[src/inc/pwr_ctl_defs.vh]
// constants for the idle / power-down controller
`ifndef PWR_CTL_DEFS_VH
`define PWR_CTL_DEFS_VH
`define PC_ADDR_POWER_CONTROL   12'h21C
`define PC_ADDR_WAKE_CONFIG     12'h220
`define PC_ADDR_STATUS          12'h224
`define PC_POWER_CONTROL_INDEX  8'h87
`define PC_BIT_IDLE             0
`define PC_BIT_POWERDOWN        1
`define PC_BIT_USER_FLAG_0      2
`define PC_BIT_USER_FLAG_1      3
`define PC_POWER_CONTROL_RESET  4'h0
`define PC_WAKE_CONFIG_RESET    8'h00
`define PC_KEY_WAKE_CYCLES      11'd1024
`define PC_RAM_BLOCK_CYCLES     5'd24
`endif

[src/rtl/idle_powerdown_control.v]
// idle and power-down controller with apb register access
`timescale 1ns/1ps
`include "pwr_ctl_defs.vh"

module idle_powerdown_control
(
    // clock and reset
    input  wire        pclk,
    input  wire        presetn,
    // apb slave
    input  wire        psel,
    input  wire        penable,
    input  wire        pwrite,
    input  wire [11:0] paddr,
    input  wire [31:0] pwdata,
    output reg  [31:0] prdata,
    output reg         pready,
    output reg         pslverr,
    // wake sources
    input  wire        irq_pending,
    input  wire        ext_irq_pin_0,
    input  wire        ext_irq_pin_1,
    input  wire [3:0]  key_wake_inputs,
    // clock controls, resume and ram lock
    output reg         cpu_clk_en_q,
    output reg         osc_en_q,
    output reg         resume_q,
    output reg         ram_block_q
);
    // registers
    reg  [3:0]  power_control_q;
    reg  [7:0]  wake_config_q;
    reg         pin_wake_q;
    reg         pd_wait_pin_q;
    reg         ram_first_q;
    reg  [4:0]  ram_cnt_q;
    reg  [2:0]  mode_q;
    reg  [2:0]  mode_d;
    reg  [31:0] rdata_d;
    wire        key_wake;
    wire        key_busy;
    wire        pin_level;
    wire        wr;
    wire        rd;
    wire        idle_mode;
    wire        pd_mode;
    wire        pd_wake;
    wire        key_load;

    // wake state, reported in status bits [8:6]
    localparam [2:0] ST_RUN  = 3'h0;
    localparam [2:0] ST_IDLE = 3'h1;
    localparam [2:0] ST_PD   = 3'h2;
    localparam [2:0] ST_PIN  = 3'h3;
    localparam [2:0] ST_KEY  = 3'h4;

    function addr_hit;
        input [11:0] a;
        input [11:0] ref_addr;
        begin
            addr_hit = (a[11:2] == ref_addr[11:2]);
        end
    endfunction

    function mapped_addr;
        input [11:0] a;
        begin
            mapped_addr = addr_hit(a, `PC_ADDR_POWER_CONTROL) |
                          addr_hit(a, `PC_ADDR_WAKE_CONFIG) |
                          addr_hit(a, `PC_ADDR_STATUS);
        end
    endfunction

    assign wr = psel & penable & pwrite;
    assign rd = psel & ~penable & ~pwrite;
    // wake_config: [3:0] key enables, [7:4] key active-high per input
    level_sync_hold u_keys
    (
        .pclk        (pclk),
        .presetn     (presetn),
        .level_in    (key_wake_inputs),
        .active_high (wake_config_q[7:4]),
        .enable      (wake_config_q[3:0]),
        .wake_q      (key_wake)
    );

    assign pd_mode   = power_control_q[`PC_BIT_POWERDOWN];
    // power-down wins over idle
    assign idle_mode = power_control_q[`PC_BIT_IDLE] & ~pd_mode;
    assign pin_level = ext_irq_pin_0 | ext_irq_pin_1;
    // only pins and keys end power-down
    assign pd_wake   = pd_mode & (pin_level | key_wake);
    assign key_load  = pd_mode & key_wake & ~pin_level;

    // fixed hold after a key wake so the key is still down when
    // software scans it; the count does not track the real oscillator
    cycle_counter u_keywait
    (
        .pclk       (pclk),
        .presetn    (presetn),
        .load       (key_load),
        .load_value (`PC_KEY_WAKE_CYCLES),
        .busy_q     (key_busy)
    );

    // presetn is the reset pin: clears both bits asynchronously
    always @(posedge pclk or negedge presetn)
    begin
        if (!presetn)
        begin
            power_control_q <= `PC_POWER_CONTROL_RESET;
            pin_wake_q      <= 1'b0;
        end
        else
        begin
            pin_wake_q <= pin_level;
            // a write wins over a same-cycle hardware clear: the write
            // stands for the later instruction
            if (wr && addr_hit(paddr, `PC_ADDR_POWER_CONTROL))
                power_control_q <= pwdata[3:0];
            else if (pd_wake)
            begin
                // idle also dropped so no fall into idle afterwards
                power_control_q[`PC_BIT_POWERDOWN] <= 1'b0;
                power_control_q[`PC_BIT_IDLE]      <= 1'b0;
            end
            else if (idle_mode && irq_pending)
                power_control_q[`PC_BIT_IDLE] <= 1'b0;
        end
    end

    always @(posedge pclk or negedge presetn)
    begin
        if (!presetn)
            wake_config_q <= `PC_WAKE_CONFIG_RESET;
        else if (wr && addr_hit(paddr, `PC_ADDR_WAKE_CONFIG))
            wake_config_q <= pwdata[7:0];
    end

    // clock enables follow the mode bits the edge after the write
    always @(posedge pclk or negedge presetn)
    begin
        if (!presetn)
        begin
            cpu_clk_en_q <= 1'b1;
            osc_en_q     <= 1'b1;
        end
        else
        begin
            osc_en_q     <= ~pd_mode | pd_wake;
            cpu_clk_en_q <= ~(pd_mode | idle_mode) | pd_wake |
                            (idle_mode & irq_pending);
        end
    end

    // resume held off until pin released or key count ends
    always @(posedge pclk or negedge presetn)
    begin
        if (!presetn)
        begin
            pd_wait_pin_q <= 1'b0;
            resume_q      <= 1'b1;
        end
        else
        begin
            if (pd_wake && pin_level)
                pd_wait_pin_q <= 1'b1;
            else if (!pin_wake_q)
                pd_wait_pin_q <= 1'b0;
            resume_q <= ~(pd_mode | idle_mode | key_load | key_busy |
                          (pd_wake & pin_level) |
                          (pd_wait_pin_q & pin_wake_q));
        end
    end

    // ram locked for a short window after reset release; registers
    // themselves stay intact on interrupt wake, none touched here
    always @(posedge pclk or negedge presetn)
    begin
        if (!presetn)
        begin
            ram_first_q <= 1'b1;
            ram_cnt_q   <= 5'h00;
            ram_block_q <= 1'b1;
        end
        else
        begin
            ram_first_q <= 1'b0;
            if (ram_first_q)
                ram_cnt_q <= `PC_RAM_BLOCK_CYCLES;
            else if (ram_cnt_q != 5'h00)
                ram_cnt_q <= ram_cnt_q - 5'h01;
            ram_block_q <= ram_first_q | (ram_cnt_q > 5'h01);
        end
    end

    // apb answer, zero wait states
    always @(posedge pclk or negedge presetn)
    begin
        if (!presetn)
        begin
            prdata  <= 32'h0000_0000;
            pready  <= 1'b0;
            pslverr <= 1'b0;
        end
        else
        begin
            pready  <= psel & ~penable;
            pslverr <= psel & ~penable & ~mapped_addr(paddr);
            if (rd)
                prdata <= rdata_d;
        end
    end

    // wake state mirrors the resume hold so software can see why the
    // cpu is held; it gates nothing itself
    always @*
    begin
        mode_d = mode_q;
        case (mode_q)
            ST_RUN:
            begin
                if (pd_mode)
                    mode_d = ST_PD;
                else if (idle_mode)
                    mode_d = ST_IDLE;
            end
            ST_IDLE:
            begin
                if (pd_mode)
                    mode_d = ST_PD;
                else if (!idle_mode)
                    mode_d = ST_RUN;
            end
            ST_PD:
            begin
                if (pd_wake && pin_level)
                    mode_d = ST_PIN;
                else if (pd_wake)
                    mode_d = ST_KEY;
                else if (!pd_mode)
                    mode_d = ST_RUN;
            end
            ST_PIN:
            begin
                if (pd_mode)
                    mode_d = ST_PD;
                else if (!(pd_wait_pin_q && pin_wake_q))
                    mode_d = ST_RUN;
            end
            ST_KEY:
            begin
                if (pd_mode)
                    mode_d = ST_PD;
                else if (!key_busy)
                    mode_d = ST_RUN;
            end
            default:
                mode_d = ST_RUN;
        endcase
    end

    always @(posedge pclk or negedge presetn)
    begin
        if (!presetn)
            mode_q <= ST_RUN;
        else
            mode_q <= mode_d;
    end

    // read mux; unmapped addresses and reserved bits read zero
    // status: [5:0] clock and wait flags, [8:6] wake state
    always @*
    begin
        rdata_d = 32'h0000_0000;
        if (addr_hit(paddr, `PC_ADDR_POWER_CONTROL))
            rdata_d = {28'h0000000, power_control_q};
        else if (addr_hit(paddr, `PC_ADDR_WAKE_CONFIG))
            rdata_d = {24'h000000, wake_config_q};
        else if (addr_hit(paddr, `PC_ADDR_STATUS))
            rdata_d = {23'h0, mode_q, key_busy, pd_wait_pin_q,
                       resume_q, ram_block_q, osc_en_q,
                       cpu_clk_en_q};
    end
endmodule

[src/rtl/level_sync_hold.v]
// per-bit wake input qualifier: polarity and enable
`timescale 1ns/1ps
module level_sync_hold
(
    // clock and reset
    input  wire       pclk,
    input  wire       presetn,
    // wake level in, config
    input  wire [3:0] level_in,
    input  wire [3:0] active_high,
    input  wire [3:0] enable,
    // qualified wake
    output reg        wake_q
);
    wire [3:0] hit;
    genvar i;
    generate
        for (i = 0; i < 4; i = i + 1)
        begin : g_bit
            assign hit[i] = enable[i] &
                            ~(level_in[i] ^ active_high[i]);
        end
    endgenerate

    always @(posedge pclk or negedge presetn)
    begin
        if (!presetn)
            wake_q <= 1'b0;
        else
            wake_q <= |hit;
    end
endmodule

[src/rtl/cycle_counter.v]
// down counter that flags done when it reaches zero
`timescale 1ns/1ps
module cycle_counter
(
    // clock and reset
    input  wire        pclk,
    input  wire        presetn,
    // load and count
    input  wire        load,
    input  wire [10:0] load_value,
    // status
    output reg         busy_q
);
    reg [10:0] count_q;

    always @(posedge pclk or negedge presetn)
    begin
        if (!presetn)
        begin
            count_q <= 11'h000;
            busy_q  <= 1'b0;
        end
        else if (load)
        begin
            count_q <= load_value;
            busy_q  <= 1'b1;
        end
        else if (count_q != 11'h000)
        begin
            count_q <= count_q - 11'h001;
            busy_q  <= (count_q != 11'h001);
        end
        else
            busy_q <= 1'b0;
    end
endmodule

[config.mk]
export PLATFORM = sky130hd
export DESIGN_NAME = idle_powerdown_control
export DESIGN_NICKNAME = d
export VERILOG_FILES = /design/src/rtl/idle_powerdown_control.v /design/src/rtl/level_sync_hold.v /design/src/rtl/cycle_counter.v
export VERILOG_INCLUDE_DIRS = /design/src /design/src/inc
export SDC_FILE = /design/constraint.sdc
export NUM_CORES = 1
export LEC_CHECK = 0
export BUFFER_PORTS_ARGS = -buffer_cell sky130_fd_sc_hd__buf_4
export CAP_MARGIN = 15
export CORE_ASPECT_RATIO = 1.25
export CORE_UTILIZATION = 50
export DETAILED_ROUTE_END_ITERATION = 8
export PLACE_DENSITY = 0.84
export RECOVER_POWER = 50
export SLEW_MARGIN = 20
export SYNTH_ARGS = -nofsm -noshare
export SYNTH_HDL_FRONTEND = slang
export SYNTH_SLANG_ARGS = --single-unit
[constraint.sdc]
create_clock -name pclk -period 6.1 [get_ports pclk]
set_clock_uncertainty 0.1 [all_clocks]
set_input_delay 0.915 -clock pclk [delete_from_list [all_inputs] [get_ports pclk]]
set_output_delay 0.915 -clock pclk [all_outputs]
set_load 0.03 [all_outputs]
==> flow_summary.ini, run 1 <==
[layout]
fillCellCount = 417
drive_gt1_share_pct = 20.8
multi_input_area_um2 = 1170
final_nets = 352
stdcell_count = 355
final_cell_mix = dfrtp_1 (46), buf_4 (40), conb_1 (24)
final_area_um2 = 2980
area_growth_pct = 14.3
antenna-diode-count = 0
layout_commonest_cell = dfrtp_1
final-seq-area_um2 = 1280

[critical_path]
rr_endpoint = u_keywait.count_q[7]$_DFFE_PN0P_
critPathKind = in -> async
cp.buffers_inverters = 1
r2r_start = u_keywait.count_q[0]$_DFFE_PN0P_
path_depth = 1
cp_slowest_stage_delay_ps = 1860
worst_setup_path_start_kind = input port
path_cells = clkbuf_1
startpoint = presetn
cpLargestDelayFamily = buffers and inverters
cp.required_ps = 5850
reg2reg_setup_slack_ps = 4080
path_max_fanout = 51
reg2reg_depth = 4
crit_path_top_delay_cell = clkbuf_1
crit_end = u_keywait.count_q[5]$_DFFE_PN0P_
worstPathArrival_ps = 2800
end_kind = asynchronous set/reset pin

[route]
drt_iter0_markers = 97
final_antenna_net_count = 0
wl_per_cell_um = 13.3
vias = 1892
drc = 0
firstDrtPassIters = 4
wl_um = 4740
viasPerCell = 5.33

[timing]
setup_tns_ps = 0
fmax_mhz = 328
setup_viol = 0
tightest_slew_ps = 2670
rsz0062_at_grt = false
finalCritPeriodShare_pct = 50.0
maxSlewViolCount = 52
finalHoldViolCount = 0
period_needed_ps = 3050
layout_setup_ws_ps = 3050
max_slew_margin_pct = -77.8

[clocking]
clkTransAtPathRegs_ps = 90
cts.sink_count = 51
cts_max_level = 2
cts_tree = built
insertion_delay_ps = 300
clock_path_buffers = 2
cts.repair.resized = 0
numCtsBuffers = 5
cts_root_buffer = clkbuf_8
cts_setup_buffers = 0
cts_hold_buf = 0

[floorplanning]
die_x_um = 66.6
rows = 29
io_pins = 94
die_h_um = 82.7
start_util_pct = 51.7
die-area_um2 = 5510
core_um2 = 5040

[status]
status = complete, but fails checks
violations = max-capacitance violations, max-slew violations

[power_and_ir_drop]
p_per_area_nw_per_um2 = 211
power.leakage_nw = 1.37
vdd_drop_max_v = 0.000155

[logic_synthesis]
yosysSeqAreaShare_pct = 49.2
synth_area_um2 = 2610
synth_edf_count = 0
syn_avg_cell_area_um2 = 10.4
async_flop_share_pct = 100
synth_top_area_share_pct = 44.1
ys_ff_latch = 51
netlist_instances = 251
yosysTopAreaCell = dfrtp_1
synthTopCellsByArea = dfrtp_1 (44%), buf_4 (6.9%), dfstp_2 (5.0%)
synth_cell_types = 44
yosys_warnings = 0
synthFlopType = dfrtp_1

[place]
pre_cts_slack_ps = 3110
dp_hpwl_um = 3530
dp.cells = 347
finalWeightedCongestion = 0.781
io_buffer_count = 44
dpl_cell_area_um2 = 2890

[grt]
grt_max_degree = 52
antenna_found_initial = 0
grt_pass1_wl_um = 7650
grt_pass1_vias = 1721
grt_usage_pct = 18.7
gr-total-overflow = 0

[run]
drv_cap = 1

[worst_hold_path]
hp-class = reg -> reg
hp-start = prdata[8]$_DFFE_PN0P_
power breakdown:
part	switching (mW)	leakage, nW	internal (mW)	total, mW
Clock	0.107	0.0515	0.104	0.211
Combinational	0.0429	0.684	0.0233	0.0662
Sequential	0.00695	0.637	0.345	0.352
Total	0.157	1.37	0.472	0.628
state kept, by name, indices dropped and copies added (netlist names):
| signal | count |
|---|---|
| resume_q | 1 |
| pd_wait_pin_q | 1 |
| pready | 1 |
| u_keys.wake_q | 1 |
| u_keywait.count_q | 11 |
| osc_en_q | 1 |
| ram_cnt_q | 5 |
| pin_wake_q | 1 |
| pslverr | 1 |
| ram_first_q | 1 |
| ram_block_q | 1 |
| prdata | 9 |
| u_keywait.busy_q | 1 |
| power_control_q | 4 |
| wake_config_q | 8 |
| mode_q | 3 |
| cpu_clk_en_q | 1 |
Yosys cell counts, types with 2 or more instances:
| cell type | number |
|---|---|
| nand3_1 | 4 |
| o31ai_1 | 5 |
| nor3b_1 | 3 |
| inv_1 | 8 |
| nor2b_1 | 3 |
| or3b_2 | 2 |
| dfrtp_1 | 46 |
| nor2_1 | 18 |
| mux2_2 | 4 |
| nand2_1 | 16 |
| a22o_1 | 2 |
| nor4_1 | 3 |
| mux2i_1 | 7 |
| and4_1 | 2 |
| xnor2_1 | 8 |
| a21oi_1 | 9 |
| and2_1 | 2 |
| dfstp_2 | 5 |
| or3_1 | 3 |
| nor3_1 | 5 |
| clkbuf_1 | 8 |
| a22oi_1 | 6 |
| or4_1 | 5 |
| and3_1 | 3 |
| nand3b_1 | 2 |
| o22ai_1 | 2 |
| buf_4 | 24 |
| o21ai_0 | 7 |
| nand2b_1 | 5 |
| o21ai_1 | 6 |
| ha_1 | 4 |
| mux2_1 | 11 |
| a2111oi_0 | 2 |
stage by stage:
stage	utilization (%)	total power [mW]	hold WS (ps)
2_1_floorplan	-	0.408	318
3_3_place_gp	57.2	0.424	364
3_5_place_dp	57.2	0.425	363
4_1_cts	59.2	0.634	379
5_1_grt	59.1	0.654	422
6_report	59.1	0.628	388
cell type report:
cell class,instances,area share (%)
repair buffers,44,10.8
multi-input cells,182,39.1
well taps,62,2.60
inverters,8,1.01
clock buffers,8,3.36
flip-flops and latches,51,43.0
metal layers:
layer  track usage [%]  share of wire, %  vias to the layer above
met4              5.74               1.4                        0
met2              31.4                49                       56
met5                 0                 0                        -
met3              5.22               4.8                        8
met1              23.3                45                      908
li1                  -                 -                      920
kinds of logic after synthesis:
family / after synthesis / share of synthesized area [%]
flip-flops: 51 / 49.2
AND/OR/NAND/NOR: 80 / 16.8
buffers and inverters: 41 / 9.40
multiplexers: 22 / 9.17
AO/OA/AOI/OAI: 44 / 10.7
other: 1 / 0.144
XOR/XNOR: 8 / 2.69
adder cells (fa/ha/maj): 4 / 1.92
worst min path at each step:
stage,end,slack [ps],depth (start not counted)
floorplan,resume_q$_DFF_PN1_,320,1
global placement,prdata[7]$_DFFE_PN0P_,360,2
global route,power_control_q[2]$_DFFE_PN0P_,420,1
detailed placement,resume_q$_DFF_PN1_,360,1
finish,prdata[8]$_DFFE_PN0P_,390,2
CTS,resume_q$_DFF_PN1_,380,1
(Power assumes the default switching activity.)
==> run 2, diff against run 1 <==
==> constraint.sdc (replaced) <==
create_clock -name pclk -period 2.85 [get_ports pclk]
set_clock_uncertainty 0.1 [all_clocks]
set_input_delay 0.4275 -clock pclk [delete_from_list [all_inputs] [get_ports pclk]]
set_output_delay 0.4275 -clock pclk [all_outputs]
set_load 0.03 [all_outputs]
==> run 2 against run 1 <==
The run now ends clean. Global-route usage rose by 0.64 points. Die area did not move. Wire length rose by 5.8%. Cell count rose by 0.56%. Register-to-register slack got worse by 3200 ps. Highest routed layer unchanged.
==> flow_summary.ini, run 2 (same netlist as run 1, synthesis figures left out) <==
[status]
status = complete, no violations

[power_and_ir_drop]
p_per_area_nw_per_um2 = 437
power.leakage_nw = 1.38
vdd_drop_max_v = 0.000245

[layout]
drive_gt1_share_pct = 21.4
largest_reg_flops = 11
layout_commonest_cell = dfrtp_1
final_cell_mix = dfrtp_1 (46), buf_4 (43), conb_1 (24)
antenna-diode-count = 0
reg_top3 = u_keywait.count_q: 11 flops, prdata: 9 flops, wake_config_q: 8 flops
stdcell_count = 357
final_area_um2 = 2980
final_nets = 354
largest_register = u_keywait.count_q
area_growth_pct = 14.2

[critical_path]
worst_setup_path_start_kind = input port
cpLargestDelayFamily = simple AND/OR/NAND/NOR gates
cp_slowest_stage_delay_ps = 540
cp.buffers_inverters = 1
end_kind = register
path_cells = buf_4, or4b_1, nor3_1, and4_1, mux2_1
critPathKind = in -> reg
cp.required_ps = 2940
crit_path_top_delay_cell = or4b_1
worstPathArrival_ps = 2140
path_max_fanout = 8

[clocking]
clock_path_buffers = 2
numCtsBuffers = 5
cts.sink_count = 51
cts_setup_buffers = 0
insertion_delay_ps = 310
cts_hold_buf = 0
cts_max_level = 2
cts_tree = built
clkTransAtPathRegs_ps = 90
cts_root_buffer = clkbuf_8
cts.repair.resized = 0

[run]
drv_cap = 0

[floorplanning]
die_h_um = 82.7
rows = 29
io_pins = 94
die_x_um = 66.6
die-area_um2 = 5510
start_util_pct = 51.7
core_um2 = 5040

[route]
final_antenna_net_count = 0
vias = 1940
viasPerCell = 5.43
wl_per_cell_um = 14.0
firstDrtPassIters = 4
drc = 0
drt_iter0_markers = 110
wl_um = 5010

[grt]
grt_max_degree = 52
grt_usage_pct = 19.4
gr-total-overflow = 0
grt_pass1_wl_um = 7920
antenna_found_initial = 0
grt_pass1_vias = 1738

[timing]
setup_viol = 0
setup_tns_ps = 0
fmax_mhz = 488
max_slew_margin_pct = 17.5
tightest_slew_ps = 1240
holdWs_ps = 240
period_needed_ps = 2050
maxSlewViolCount = 0
finalHoldViolCount = 0
finalCritPeriodShare_pct = 71.9
rsz0062_at_grt = false

[place]
finalWeightedCongestion = 0.787
io_buffer_count = 44
dpl_cell_area_um2 = 2900
dp_hpwl_um = 3810
dp.cells = 349

[worst_hold_path]
hp-class = in -> reg
run 2: cell types whose count changed in the layout (fill, tap and decap cells not counted):
cell,before,now
clkbuf_4,2,1
clkbuf_2,0,1
buf_4,40,43
clkinv_2,0,1
clkbuf_8,7,5
run 2: cell type report:
cell class	instances	area, um2
fill	441	2070
sequential	51	1280
multi-input combinational	182	1170
timing repair buffer	46	339
tap	62	77.6
clock buffer	7	76.3
inverter	8	30.0
clock inverter	1	5.00
run 2: per-stage QoR:
stage,total power [mW],setup WS (ps),utilization (%)
2_1_floorplan,0.874,764,-
3_3_place_gp,0.908,490,57.5
3_5_place_dp,0.913,477,57.5
4_1_cts,1.32,806,59.1
5_1_grt,1.36,690,59.0
6_report,1.30,800,59.0
run 2: worst reg2reg max path, delay by kind of cell (launching register included):
kind               cells  cell delay [ps]
and+or+nand+nor        3             1300
DFF                    1              410
AOI/OAI and AO/OA      1              140
run 2: where the power goes:
| part | leakage (nW) | switching [mW] | internal (mW) |
|---|---|---|---|
| sequential | 0.637 | 0.0147 | 0.738 |
| clock | 0.0422 | 0.232 | 0.173 |
| combinational | 0.698 | 0.0934 | 0.0510 |
| total | 1.38 | 0.340 | 0.961 |
run 2: final timing paths:
check | from | endpoint | slack, ps | cells after the start
worst max-delay path | paddr[7] | wake_config_q[4]$_DFFE_PN0P_ | 800 | 5
worst min-delay path | pwdata[7] | wake_config_q[7]$_DFFE_PN0P_ | 240 | 2
worst max register to register | u_keywait.count_q[0]$_DFFE_PN0P_ | u_keywait.count_q[7]$_DFFE_PN0P_ | 840 | 4
worst min register to register | pin_wake_q$_DFF_PN0_ | resume_q$_DFF_PN1_ | 380 | 1
max in group asynchronous | presetn | u_keywait.count_q[3]$_DFFE_PN0P_ | 1620 | 1
min in group asynchronous | presetn | ram_cnt_q[2]$_DFFE_PN0P_ | 270 | 1
run 2: layer usage:
layer  global-route usage [%]  part of all wire (%)  routed length (um)
met3                     4.95                   5.2                 262
met5                        0                     0                   0
met2                     33.0                    51                2560
met1                     24.5                    43                2150
met4                     4.47                  0.72                  36
==> run 3, diff against run 2 <==
--- a/config.mk
+++ b/config.mk
@@ -9,9 +9,9 @@
 export BUFFER_PORTS_ARGS = -buffer_cell sky130_fd_sc_hd__buf_4
 export CAP_MARGIN = 15
 export CORE_ASPECT_RATIO = 1.25
-export CORE_UTILIZATION = 50
+export CORE_UTILIZATION = 45
 export DETAILED_ROUTE_END_ITERATION = 8
-export PLACE_DENSITY = 0.84
+export PLACE_DENSITY = 0.8
 export RECOVER_POWER = 50
 export SLEW_MARGIN = 20
 export SYNTH_ARGS = -nofsm -noshare
==> constraint.sdc (replaced) <==
create_clock -name pclk -period 1.67 [get_ports pclk]
set_clock_uncertainty 0.1 [all_clocks]
set_input_delay 0.2505 -clock pclk [delete_from_list [all_inputs] [get_ports pclk]]
set_output_delay 0.2505 -clock pclk [all_outputs]
set_load 0.03 [all_outputs]
==> run 3 against run 2 <==
The flow now finishes with violations (negative setup slack). Combinational power increased by 100%. Global-route usage fell by 0.51 points. Setup slack got worse by 1100 ps. Cell area up 17%. Non-clock buffer count grew 36. Count of clock-buffer cells in the layout decreased by 1. Core utilization rose by 3.8 points. Via count rose by 6.1%. Clock power up 71%.
==> flow_summary.ini, run 3 (same netlist as run 1, synthesis figures left out) <==
[status]
status = complete, but fails checks
violations = negative setup slack

[route]
drt_iter0_markers = 138
final_antenna_net_count = 0
viasPerCell = 5.21
drc = 0
wl_per_cell_um = 14.3
wl_um = 5650
firstDrtPassIters = 4
vias = 2058

[layout]
final_cell_mix = buf_4 (71), dfrtp_1 (46), conb_1 (24)
largest_reg_flops = 11
drive_gt1_share_pct = 39.3
final_util_pct = 62.9
reg_top3 = u_keywait.count_q: 11 flops, prdata: 9 flops, wake_config_q: 8 flops
largest_register = u_keywait.count_q
fillCellCount = 463
area_growth_pct = 33.0
final_nets = 390
antenna-diode-count = 0
layout_commonest_cell = buf_4

[critical_path]
r2r_start = u_keywait.count_q[0]$_DFFE_PN0P_
reg2reg_setup_slack_ps = -300
crit_path_top_delay_cell = or4_4
critPathKind = reg -> reg
cp.required_ps = 1800
path_max_fanout = 2
worstPathArrival_ps = 2100
path_cells = or4_4, or4_1, or3_1, a21oi_2
end_kind = register
reg2reg_depth = 4
rr_endpoint = u_keywait.count_q[7]$_DFFE_PN0P_
cp_slowest_stage_delay_ps = 530
worst_setup_path_start_kind = register
cpLargestDelayFamily = simple AND/OR/NAND/NOR gates
cp.buffers_inverters = 0

[grt]
gr-total-overflow = 0
grt_max_degree = 52
antenna_found_initial = 0
grt_usage_pct = 18.9
grt_pass1_wl_um = 9000
grt_pass1_vias = 1971

[clocking]
cts_tree = built
cts.sink_count = 51
clkTransAtPathRegs_ps = 90
numCtsBuffers = 5
cts_max_level = 2
clock_path_buffers = 2
insertion_delay_ps = 300
cts_root_buffer = clkbuf_8

[timing]
rsz0062_at_grt = true
setup_tns_ps = -1030
maxSlewViolCount = 0
period_needed_ps = 1970
layout_setup_ws_ps = -297
setup_viol = 9
tightest_slew_ps = 689
finalCritPeriodShare_pct = 118
max_slew_margin_pct = 54.0
fmax_mhz = 508
finalHoldViolCount = 0

[power_and_ir_drop]
power.leakage_nw = 1.61
vdd_drop_max_v = 0.000301
power_mw = 2.26
p_per_area_nw_per_um2 = 653

[run]
drv_cap = 0

[floorplanning]
rows = 30
core_um2 = 5520
die-area_um2 = 6100
die_x_um = 70.1
start_util_pct = 47.3
io_pins = 94
die_h_um = 87.1

[worst_hold_path]
hp-class = in -> reg
holdPathEnd = pready$_DFF_PN0_
hold_path_depth = 2
hp-start = penable

[place]
dp_hpwl_um = 4080
io_buffer_count = 44
finalWeightedCongestion = 0.799
-- run 3: cell count changes in the layout (fill, tap and decap cells not counted), moves of 2 or more --
| cell | delta |
|---|---|
| mux2_4 | +11 |
| buf_4 | +28 |
| mux2_1 | -11 |
| buf_6 | +5 |
| nor4_1 | -2 |
| a21oi_1 | -2 |
| or4_4 | +2 |
| or4_1 | -2 |
| xnor2_2 | +3 |
| xnor2_1 | -3 |
| and4_1 | -2 |
| inv_1 | -2 |
| and4_4 | +2 |
-- run 3: worst max-delay path by stage --
stage                                           startpoint                                to  slack [ps]  depth (start not counted)
after floorplan           u_keywait.count_q[0]$_DFFE_PN0P_  u_keywait.count_q[7]$_DFFE_PN0P_        -270                          4
final                     u_keywait.count_q[0]$_DFFE_PN0P_  u_keywait.count_q[7]$_DFFE_PN0P_        -300                          4
after global placement                            paddr[7]      wake_config_q[0]$_DFFE_PN0P_        -320                          6
after detailed placement                          paddr[7]      wake_config_q[0]$_DFFE_PN0P_        -340                          6
after global routing      u_keywait.count_q[1]$_DFFE_PN0P_  u_keywait.count_q[7]$_DFFE_PN0P_        -350                          4
after CTS                 u_keywait.count_q[0]$_DFFE_PN0P_  u_keywait.count_q[7]$_DFFE_PN0P_        -280                          4
-- run 3: through the flow --
step           cell area [um2]  hold WS [ps]  worst slack (ps)  cells
6_report                  3470          8.72              -297    395
4_1_cts                   3410          6.26              -284    394
2_1_floorplan             2770          -145              -275    274
3_3_place_gp              3190           207              -320    379
3_5_place_dp              3190           213              -340    379
5_1_grt                   3470          14.7              -345    395
-- run 3: final cells by class --
| type | count | area [um2] | area share, % |
|---|---|---|---|
| Multi-Input combinational cell | 182 | 1350 | 38.9 |
| Sequential cell | 51 | 1280 | 37.0 |
| Timing Repair Buffer | 82 | 638 | 18.4 |
| Tap cell | 64 | 80.1 | 2.31 |
| Clock buffer | 6 | 72.6 | 2.09 |
| Inverter | 8 | 32.5 | 0.938 |
| Clock inverter | 2 | 12.5 | 0.361 |
-- run 3: timing repair --
action | 4_1_cts | 5_1_grt
endpoints found under the hold margin | 46 | 0
setup endpoints to repair | 12 | 22
pin swaps | 8 | 6
resized for setup | 19 | 14
hold buffers | 1 | 0
buffers inserted | 6 | 2
-- run 3: report_power, final --
| group | switching [mW] | internal, mW |
|---|---|---|
| logic | 0.176 | 0.114 |
| registers | 0.0238 | 1.26 |
| clock network | 0.398 | 0.294 |
-- run 3: per-layer routing --
layer | routed length, um | vias up | track usage, %
met4 | 65 | 0 | 6.00
met1 | 2380 | 1005 | 22.6
met2 | 3020 | 49 | 34.8
li1 | - | 997 | -
met3 | 178 | 7 | 2.78
met5 | 0 | - | 0
